[config.mk]
export PLATFORM = sky130hd
export DESIGN_NAME = wdt_top
export DESIGN_NICKNAME = d
export VERILOG_FILES = /design/src/verilog/wdt_pkg.sv /design/src/verilog/wdt_top.sv /design/src/verilog/wdt_sync.sv /design/src/verilog/wdt_counter.sv
export VERILOG_INCLUDE_DIRS = /design/src /design/src/verilog
export SDC_FILE = /design/constraint.sdc
export NUM_CORES = 1
export LEC_CHECK = 0
export BUFFER_PORTS_ARGS = -buffer_cell sky130_fd_sc_hd__buf_2
export CAP_MARGIN = 0
export CORE_ASPECT_RATIO = 0.5
export CORE_MARGIN = 4
export CORE_UTILIZATION = 51
export DETAILED_ROUTE_END_ITERATION = 12
export PLACE_DENSITY = 0.84
export SYNTH_ARGS = -nofsm -noshare
export SYNTH_HDL_FRONTEND = slang
export SYNTH_SLANG_ARGS = --single-unit
[constraint.sdc]
create_clock -name pclk -period 3 [get_ports pclk]
set_input_delay 0.15 -clock pclk [delete_from_list [all_inputs] [get_ports pclk]]
set_output_delay 0.15 -clock pclk [all_outputs]
set_load 0.02 [all_outputs]
[src/verilog/wdt_defs.svh]
// offsets, field positions, reset values and timing counts of the watchdog
`ifndef WDT_DEFS_SVH
`define WDT_DEFS_SVH
`define OFS_WD_CONTROL 12'h000
`define OFS_SYS_FLAGS 12'h004
`define OFS_STATUS 12'h008
`define OFS_IRQ_STATUS 12'h00c
`define OFS_IRQ_MASK 12'h010
`define OFS_CMD 12'h014
`define WD_CONTROL_RESET 8'h53
`define WD_KEY_LEGAL_A 5'h0a
`define WD_KEY_LEGAL_B 5'h15
`define SYS_FLAGS_RESET 8'h00
`define SYS_FLAGS_WMASK 8'hbf
`define BIT_WD_SW_RESET 0
`define BIT_SPARE_USER 1
`define BIT_LOW_VOLT 2
`define BIT_CLR_INSTR 0
`define BIT_HALT 1
`define BIT_SLEEP 2
`define DEBOUNCE_CYCLES 2
`define CNT_WIDTH 19
`define IRQ_WIDTH 3
`define IRQ_TIMEOUT 0
`define IRQ_KEY_RESET 1
`define IRQ_LOW_VOLT 2
`endif

[src/verilog/wdt_pkg.sv]
// types shared by the watchdog files
package wdt_pkg;
	typedef enum logic [2:0] {
		dbn_idle = 3'b001,
		dbn_wait = 3'b010,
		dbn_fire = 3'b100
	} debounce_state_t;
endpackage

[src/verilog/wdt_top.sv]
// watchdog timer with reset flags behind an apb slave
//
// Decided for this implementation: the placing of the registers and the APB register port.
`timescale 1ns/1ns
`default_nettype none
// Summary of operation
// - An overflow of the counter while enabled raises a device reset.
// - The watchdog runs only while the key field is 01010 or 10101.
// - Any other key value resets the device after 1 to 2 slow clock cycles.
// - After power-on the key field holds 01010, so the watchdog runs.
// - In run mode a time-out gives a full reset and sets the time-out flag.
// - In sleep a time-out sets the flag and resets only pc and stack pointer.
// - An illegal key write, the clear instruction or halt clears the counter.
// - A single clear instruction clears the counter.
// - The period ranges from 2^8 to 2^18 slow clock cycles.
// - The select field picks 2^8,2^10,2^12,-,-,2^16,2^17,2^18.
// - A reset from an illegal key sets the software-reset flag.
// - The control register returns to 01010011 on all but a warm reset.
// - The low-voltage flag is set by such a reset, cleared by writing zero.
`include "wdt_defs.svh"
module wdt_top
	import wdt_pkg::*;
(
	// apb slave
	input wire logic pclk,
	input wire logic presetn,
	input wire logic psel,
	input wire logic penable,
	input wire logic pwrite,
	input wire logic [11:0] paddr,
	input wire logic [31:0] pwdata,
	output logic [31:0] prdata,
	output logic pready,
	output logic pslverr,
	// cpu events
	input wire logic clear_instr,
	input wire logic halt_instr,
	input wire logic sleep_mode,
	input wire logic low_voltage_event,
	// slow clock from outside
	input wire logic slow_clk,
	// reset requests
	output logic full_reset_req,
	output logic pc_sp_reset_req,
	// interrupt
	output logic irq
);
	logic [7:0] wd_control_q;
	logic [7:0] sys_flags_q;
	logic timeout_flag_q, power_down_flag_q;
	logic [`IRQ_WIDTH-1:0] irq_status_q, irq_mask_q;
	logic warm_q;
	debounce_state_t dbn_q;
	logic [1:0] dbn_cnt_q;
	logic slow_tick, slow_level;
	logic [`CNT_WIDTH-1:0] count;
	logic overflow, key_legal, wd_clear;
	logic wr_en, rd_en, wr_ctrl, wr_cmd, key_fire;
	logic [4:0] key;
	logic [`IRQ_WIDTH-1:0] irq_ev;

	assign wr_en = psel && penable && pwrite;
	assign rd_en = psel && penable && !pwrite;
	assign wr_ctrl = wr_en && paddr == `OFS_WD_CONTROL;
	assign wr_cmd = wr_en && paddr == `OFS_CMD;
	assign key = wd_control_q[7:3];
	assign key_legal = key == `WD_KEY_LEGAL_A || key == `WD_KEY_LEGAL_B;
	assign key_fire = dbn_q == dbn_fire;
	// clear sources: halt, instruction (pin or command), illegal key
	assign wd_clear = clear_instr || halt_instr || key_fire
		|| (wr_cmd && pwdata[`BIT_CLR_INSTR]);

	wdt_sync u_sync (
		.pclk(pclk),
		.presetn(presetn),
		.async_in(slow_clk),
		.level_out(slow_level),
		.rise_out(slow_tick)
	);

	wdt_counter #(.WIDTH(`CNT_WIDTH)) u_counter (
		.pclk(pclk),
		.presetn(presetn),
		.tick(slow_tick),
		.clear(wd_clear),
		.enable(key_legal),
		.period_sel(wd_control_q[2:0]),
		.count_q(count),
		.overflow(overflow)
	);

	// apb answers in the access cycle, no wait states
	always_ff @(posedge pclk or negedge presetn) begin
		if (!presetn) begin
			pready <= 1'b0;
			pslverr <= 1'b0;
		end else begin
			pready <= psel && !penable;
			pslverr <= psel && !penable && paddr != `OFS_WD_CONTROL
				&& paddr != `OFS_SYS_FLAGS && paddr != `OFS_STATUS
				&& paddr != `OFS_IRQ_STATUS && paddr != `OFS_IRQ_MASK
				&& paddr != `OFS_CMD;
		end
	end

	// prdata is registered in the setup cycle, so it is valid when pready goes high
	always_ff @(posedge pclk or negedge presetn) begin
		if (!presetn) begin
			prdata <= 32'h0;
		end else if (psel && !penable) begin
			case (paddr)
				`OFS_WD_CONTROL: prdata <= {24'h0, wd_control_q};
				`OFS_SYS_FLAGS: prdata <= {24'h0, sys_flags_q};
				`OFS_STATUS: prdata <= {11'h0, slow_level, timeout_flag_q,
					power_down_flag_q, count[17:0]};
				`OFS_IRQ_STATUS: prdata <= {29'h0, irq_status_q};
				`OFS_IRQ_MASK: prdata <= {29'h0, irq_mask_q};
				default: prdata <= 32'h0;
			endcase
		end
	end

	// control register: keeps its value over a warm time-out reset
	always_ff @(posedge pclk or negedge presetn) begin
		if (!presetn) begin
			wd_control_q <= `WD_CONTROL_RESET;
		end else if (key_fire) begin
			wd_control_q <= `WD_CONTROL_RESET;
		end else if (wr_ctrl && pready) begin
			wd_control_q <= pwdata[7:0];
		end
	end

	// debounce of an illegal key over slow clock ticks
	always_ff @(posedge pclk or negedge presetn) begin
		if (!presetn) begin
			dbn_q <= dbn_idle;
			dbn_cnt_q <= 2'h0;
		end else begin
			case (dbn_q)
				dbn_idle: begin
					dbn_cnt_q <= 2'h0;
					if (!key_legal) begin
						dbn_q <= dbn_wait;
					end
				end
				dbn_wait: begin
					if (key_legal) begin
						dbn_q <= dbn_idle;
					end else if (slow_tick) begin
						if (dbn_cnt_q == 2'(`DEBOUNCE_CYCLES - 1)) begin
							dbn_q <= dbn_fire;
						end
						dbn_cnt_q <= dbn_cnt_q + 2'h1;
					end
				end
				dbn_fire: dbn_q <= dbn_idle;
				default: dbn_q <= dbn_idle;
			endcase
		end
	end

	// system flags; bit 6 reads zero, hardware sets win over software
	always_ff @(posedge pclk or negedge presetn) begin
		if (!presetn) begin
			sys_flags_q <= `SYS_FLAGS_RESET;
		end else begin
			if (wr_en && pready && paddr == `OFS_SYS_FLAGS) begin
				sys_flags_q <= pwdata[7:0] & `SYS_FLAGS_WMASK;
			end
			if (key_fire) begin
				sys_flags_q[`BIT_WD_SW_RESET] <= 1'b1;
			end
			if (low_voltage_event) begin
				sys_flags_q[`BIT_LOW_VOLT] <= 1'b1;
			end
		end
	end

	// status flags: time-out and power-down
	always_ff @(posedge pclk or negedge presetn) begin
		if (!presetn) begin
			timeout_flag_q <= 1'b0;
			power_down_flag_q <= 1'b0;
		end else if (overflow) begin
			timeout_flag_q <= 1'b1;
			if (sleep_mode) begin
				power_down_flag_q <= 1'b1;
			end
		end else if (halt_instr) begin
			timeout_flag_q <= 1'b0;
			power_down_flag_q <= 1'b1;
		end else if (clear_instr || (wr_cmd && pwdata[`BIT_CLR_INSTR])) begin
			timeout_flag_q <= 1'b0;
			power_down_flag_q <= 1'b0;
		end
	end

	// reset requests, one-cycle pulses
	always_ff @(posedge pclk or negedge presetn) begin
		if (!presetn) begin
			full_reset_req <= 1'b0;
			pc_sp_reset_req <= 1'b0;
			warm_q <= 1'b0;
		end else begin
			full_reset_req <= key_fire || low_voltage_event
				|| (overflow && !sleep_mode);
			pc_sp_reset_req <= overflow && sleep_mode;
			warm_q <= overflow;
		end
	end

	assign irq_ev[`IRQ_TIMEOUT] = warm_q;
	assign irq_ev[`IRQ_KEY_RESET] = key_fire;
	assign irq_ev[`IRQ_LOW_VOLT] = low_voltage_event;

	// sticky interrupt status, write one to clear, set wins
	genvar gi;
	generate
		for (gi = 0; gi < `IRQ_WIDTH; gi++) begin : g_irq
			always_ff @(posedge pclk or negedge presetn) begin
				if (!presetn) begin
					irq_status_q[gi] <= 1'b0;
				end else if (irq_ev[gi]) begin
					irq_status_q[gi] <= 1'b1;
				end else if (wr_en && pready && paddr == `OFS_IRQ_STATUS
					&& pwdata[gi]) begin
					irq_status_q[gi] <= 1'b0;
				end
			end
		end
	endgenerate

	always_ff @(posedge pclk or negedge presetn) begin
		if (!presetn) begin
			irq_mask_q <= '0;
			irq <= 1'b0;
		end else begin
			if (wr_en && pready && paddr == `OFS_IRQ_MASK) begin
				irq_mask_q <= pwdata[`IRQ_WIDTH-1:0];
			end
			irq <= |(irq_status_q & irq_mask_q);
		end
	end
endmodule
`default_nettype wire

[src/verilog/wdt_sync.sv]
// three-stage synchroniser with agreement filter for the slow clock
`timescale 1ns/1ns
`default_nettype none
module wdt_sync (
	// clock and reset
	input wire logic pclk,
	input wire logic presetn,
	// async level in, filtered level and rising pulse out
	input wire logic async_in,
	output logic level_out,
	output logic rise_out
);
	logic s1_q, s2_q, s3_q;
	always_ff @(posedge pclk or negedge presetn) begin
		if (!presetn) begin
			s1_q <= 1'b0;
			s2_q <= 1'b0;
			s3_q <= 1'b0;
			level_out <= 1'b0;
			rise_out <= 1'b0;
		end else begin
			s1_q <= async_in;
			s2_q <= s1_q;
			s3_q <= s2_q;
			if (s2_q == s3_q) begin
				level_out <= s3_q;
			end
			rise_out <= (s2_q == s3_q) && s3_q && !level_out;
		end
	end
endmodule
`default_nettype wire

[src/verilog/wdt_counter.sv]
// watchdog divider counter with selectable overflow ratio
`timescale 1ns/1ns
`default_nettype none
module wdt_counter #(
	parameter int WIDTH = 19
) (
	// clock and reset
	input wire logic pclk,
	input wire logic presetn,
	// control
	input wire logic tick,
	input wire logic clear,
	input wire logic enable,
	input wire logic [2:0] period_sel,
	// state
	output logic [WIDTH-1:0] count_q,
	output logic overflow
);
	logic [WIDTH-1:0] limit;
	initial begin
		if (WIDTH < 19) begin
			$error("wdt_counter needs WIDTH of at least 19");
		end
	end
	// reserved codes 011/100 fall back to the nearest lower ratio
	always_comb begin
		case (period_sel)
			3'h0: limit = WIDTH'(1 << 8);
			3'h1: limit = WIDTH'(1 << 10);
			3'h2: limit = WIDTH'(1 << 12);
			3'h3: limit = WIDTH'(1 << 12);
			3'h4: limit = WIDTH'(1 << 12);
			3'h5: limit = WIDTH'(1 << 16);
			3'h6: limit = WIDTH'(1 << 17);
			3'h7: limit = WIDTH'(1 << 18);
			default: limit = WIDTH'(1 << 18);
		endcase
	end
	assign overflow = enable && tick && (count_q == limit - WIDTH'(1));
	always_ff @(posedge pclk or negedge presetn) begin
		if (!presetn) begin
			count_q <= '0;
		end else if (clear || overflow) begin
			count_q <= '0;
		end else if (tick && enable) begin
			count_q <= count_q + WIDTH'(1);
		end
	end
endmodule
`default_nettype wire

==> impl_metrics.toml <==
[clock_tree]
cts_root_buf = "clkbuf_16"
clock_latency_ps = 340
post_cts_resized = 0
clk_pin_slew_ps = 60
clockBufferDepth = 2
cts_tree = "done"
cts_max_level = 3
ctsHoldBuffers = 1
cts_setup_buffers = 0
cts_buffers = 9
cts_sinks = 79

[sta]
finalHoldViolCount = 44
clock_skew_ps = 6.51
fin_crit_ps = 2690
maxSlewHeadroom_pct = 35.8
slew_viol_final = 0
rsz0062_at_grt = "false"
final.setup.worst_slack_ps = 306
setup_tns_ps = 0
setup_viol = 0
fmax_mhz = 371
min_period_over_period_pct = 89.8
tightest_slew_ps = 962
fin_hold_ws_ps = -28.0

[synth]
yosysTopAreaCell = "dfrtp_1"
synth_area_sq_um = 3870
synthTopCellsByArea = "dfrtp_1, a22o_1, nor2_1"
synth_edf_count = 0
synth-warning-count = 0
synth_seq_area_share_pct = 51.2
syn_inst = 347
ys.flop_type = "dfrtp_1"
synthArstFlopShare_pct = 100
avgSynthCellArea_sq_um = 11.2
synth-seq-cells = 79
synth_commonest_cells = "dfrtp_1, nor2_1, nand2_1, a22o_1"
synth_cell_types = 66
synth_most_common_cell = "dfrtp_1"
yosysTopAreaCellShare_pct = 47.8

[global_route]
antenna_found_initial = 0
grtUsageTotal_pct = 18.6
grt_max_degree = 80
grt-ovfl-total = 0
grt_pass1_vias = 2789
grt_pass1_wl_mm = 13.7

[setup_path]
crit_arrival_ps = 2900
critPathMaxFanout = 19
crit_top_cell = "ha_1"
cp_slowest_cell = "dfstp_2"
crit_type = "reg2reg"
crit_chain = "or3_4 -> ha_1 -> ha_1 -> xor2_1 -> nand4_1 -> a211oi_1 -> o2111a_2 -> nand3b_4 -> nor2_1"
start_kind = "register"
crit_family = "simple AND/OR/NAND/NOR gates"
critical_path_buf_inv_count = 0
critPathCaptureType = "register"
slowest_delay_ps = 430
required_ps = 3210

[layout]
antennaDiodeCount = 0
seq_area_sq_um = 1980
layout-drive-gt1-share_pct = 26.6
multi_input_area_sq_um = 1750
nNetsFinal = 464
utilization_pct = 60.9
nFillCells = 608
area_growth_syn_to_layout_pct = 15.5

[routing]
post-route-drc-count = 0
ant_nets = 0
dr.first_iter.drc_count = 164
vias_per_cell = 5.62
via_count = 2846
drt_first_pass_iters = 4
wire_per_inst_um = 16.6
routed_wl_mm = 8.40

[pwr]
p_seq_share_pct = 49.0
power_frac_clock_pct = 45.2
pwr_density_cell_nw_per_um2 = 497
power.internal_mw = 1.72
comb_power_share_pct = 5.8
p_switching_mw = 0.501
sw_frac_of_total_pct = 22.5
p_leak_nw = 2.09
ir_drop_mv = 0.330

[die]
die_y_um = 69.6
io_pins = 91
chipWidth_um = 131
core_sq_um = 7350
start_util_pct = 52.7
num_rows = 22
dieArea_sq_um = 9140

[outcome]
violations = "negative hold slack"
status = "finished, violations left"

[placed_design]
dpl.hpwl_mm = 5.90
gp_congestion = 0.911
port_buffers = 55
dp_slack_ps = 343

[min_path]
hold_class = "in2async"

[run]
cap_viol_max_count = 0
==> power by group through the flow <==
stage | combinational, mW | clock (mW) | sequential (mW)
floorplan | 0.0689 | 0 | 1.11
global placement | 0.126 | 0 | 1.11
detailed placement | 0.129 | 0 | 1.11
CTS | 0.130 | 1.02 | 1.09
global route | 0.143 | 1.07 | 1.09
finish | 0.129 | 1.01 | 1.09
==> per-layer routing <==
metal | GRT usage [%] | share of wire (%) | vias to the layer above
li1 | - | - | 1346
met1 | 24.7 | 45 | 1415
met2 | 29.8 | 48 | 75
met3 | 5.14 | 5.8 | 10
met4 | 5.94 | 1.1 | 0
met5 | 0 | 0 | -
==> layout make-up <==
cell class              count  area share [%]
repair buffers             59            6.94
clock buffers              13            5.82
flip-flops and latches     79            44.3
clock inverters             3           0.391
multi-input cells         248            39.2
inverters                   8           0.671
well taps                  96            2.68
==> registers in the layout, summed over array words and instances, names as in the netlist, 2 cells and up <==
register and count:
dbn_cnt_q 2, prdata 21, wd_control_q 8, irq_status_q 3
dbn_q 3, u_counter.count_q 19, sys_flags_q 7, irq_mask_q 3
==> layout by cell type (no fill, tap or decap), types with 4 or more instances in the layout <==
cell type / count
mux2i_1: 13
xnor2_1: 11
clkbuf_16: 9
nand2_1: 26
nor2b_1: 4
nand3_1: 6
nor2_1: 39
xor2_1: 12
mux2_2: 10
a22o_1: 18
buf_2: 54
buf_4: 4
o31ai_1: 4
dfrtp_1: 74
o22a_1: 6
ha_1: 5
conb_1: 11
inv_1: 8
dfstp_2: 5
nand4_1: 7
nor3_1: 8
a21oi_1: 13
==> kinds of logic after synthesis <==
| logic type | count (synthesis) | share of synthesized area (%) |
|---|---|---|
| simple gates | 121 | 17.6 |
| xor+xnor | 23 | 5.20 |
| other cells | 1 | 0.0968 |
| fa+ha+maj | 5 | 1.61 |
| compound gates | 64 | 12.9 |
| mux | 24 | 6.85 |
| flops | 79 | 51.2 |
| buf+inv | 30 | 4.55 |
==> worst paths after layout <==
| kind | end | cells after the start | slack, ps | start |
|---|---|---|---|---|
| max | u_counter.count_q[1]$_DFFE_PN0P_ | 9 | 310 | wd_control_q[1]$_DFFE_PN1P_ |
| min reg2reg | u_sync.s2_q$_DFF_PN0_ | 0 | 350 | u_sync.s1_q$_DFF_PN0_ |
| min | prdata[7]$_DFFE_PN0P_ | 1 | -30 | presetn |
| max reg2reg | u_counter.count_q[1]$_DFFE_PN0P_ | 9 | 310 | wd_control_q[1]$_DFFE_PN1P_ |
| min in group pclk | wd_control_q[6]$_DFFE_PN1P_ | 2 | 30 | pwdata[6] |
| max in group asynchronous | prdata[11]$_DFFE_PN0P_ | 1 | 2410 | presetn |
==> stage by stage <==
stage                     total power [mW]  cell area, sq um  hold WS, ps  std cells
after floorplan                       1.18              3910         -146        357
after global placement                1.23              4190          261        489
after detailed placement              1.24              4190          260        489
after CTS                             2.24              4470         15.1        506
after global routing                  2.30              4470         50.1        506
final                                 2.22              4470        -28.0        506
Note: power is estimated with default switching activity, not from simulation.
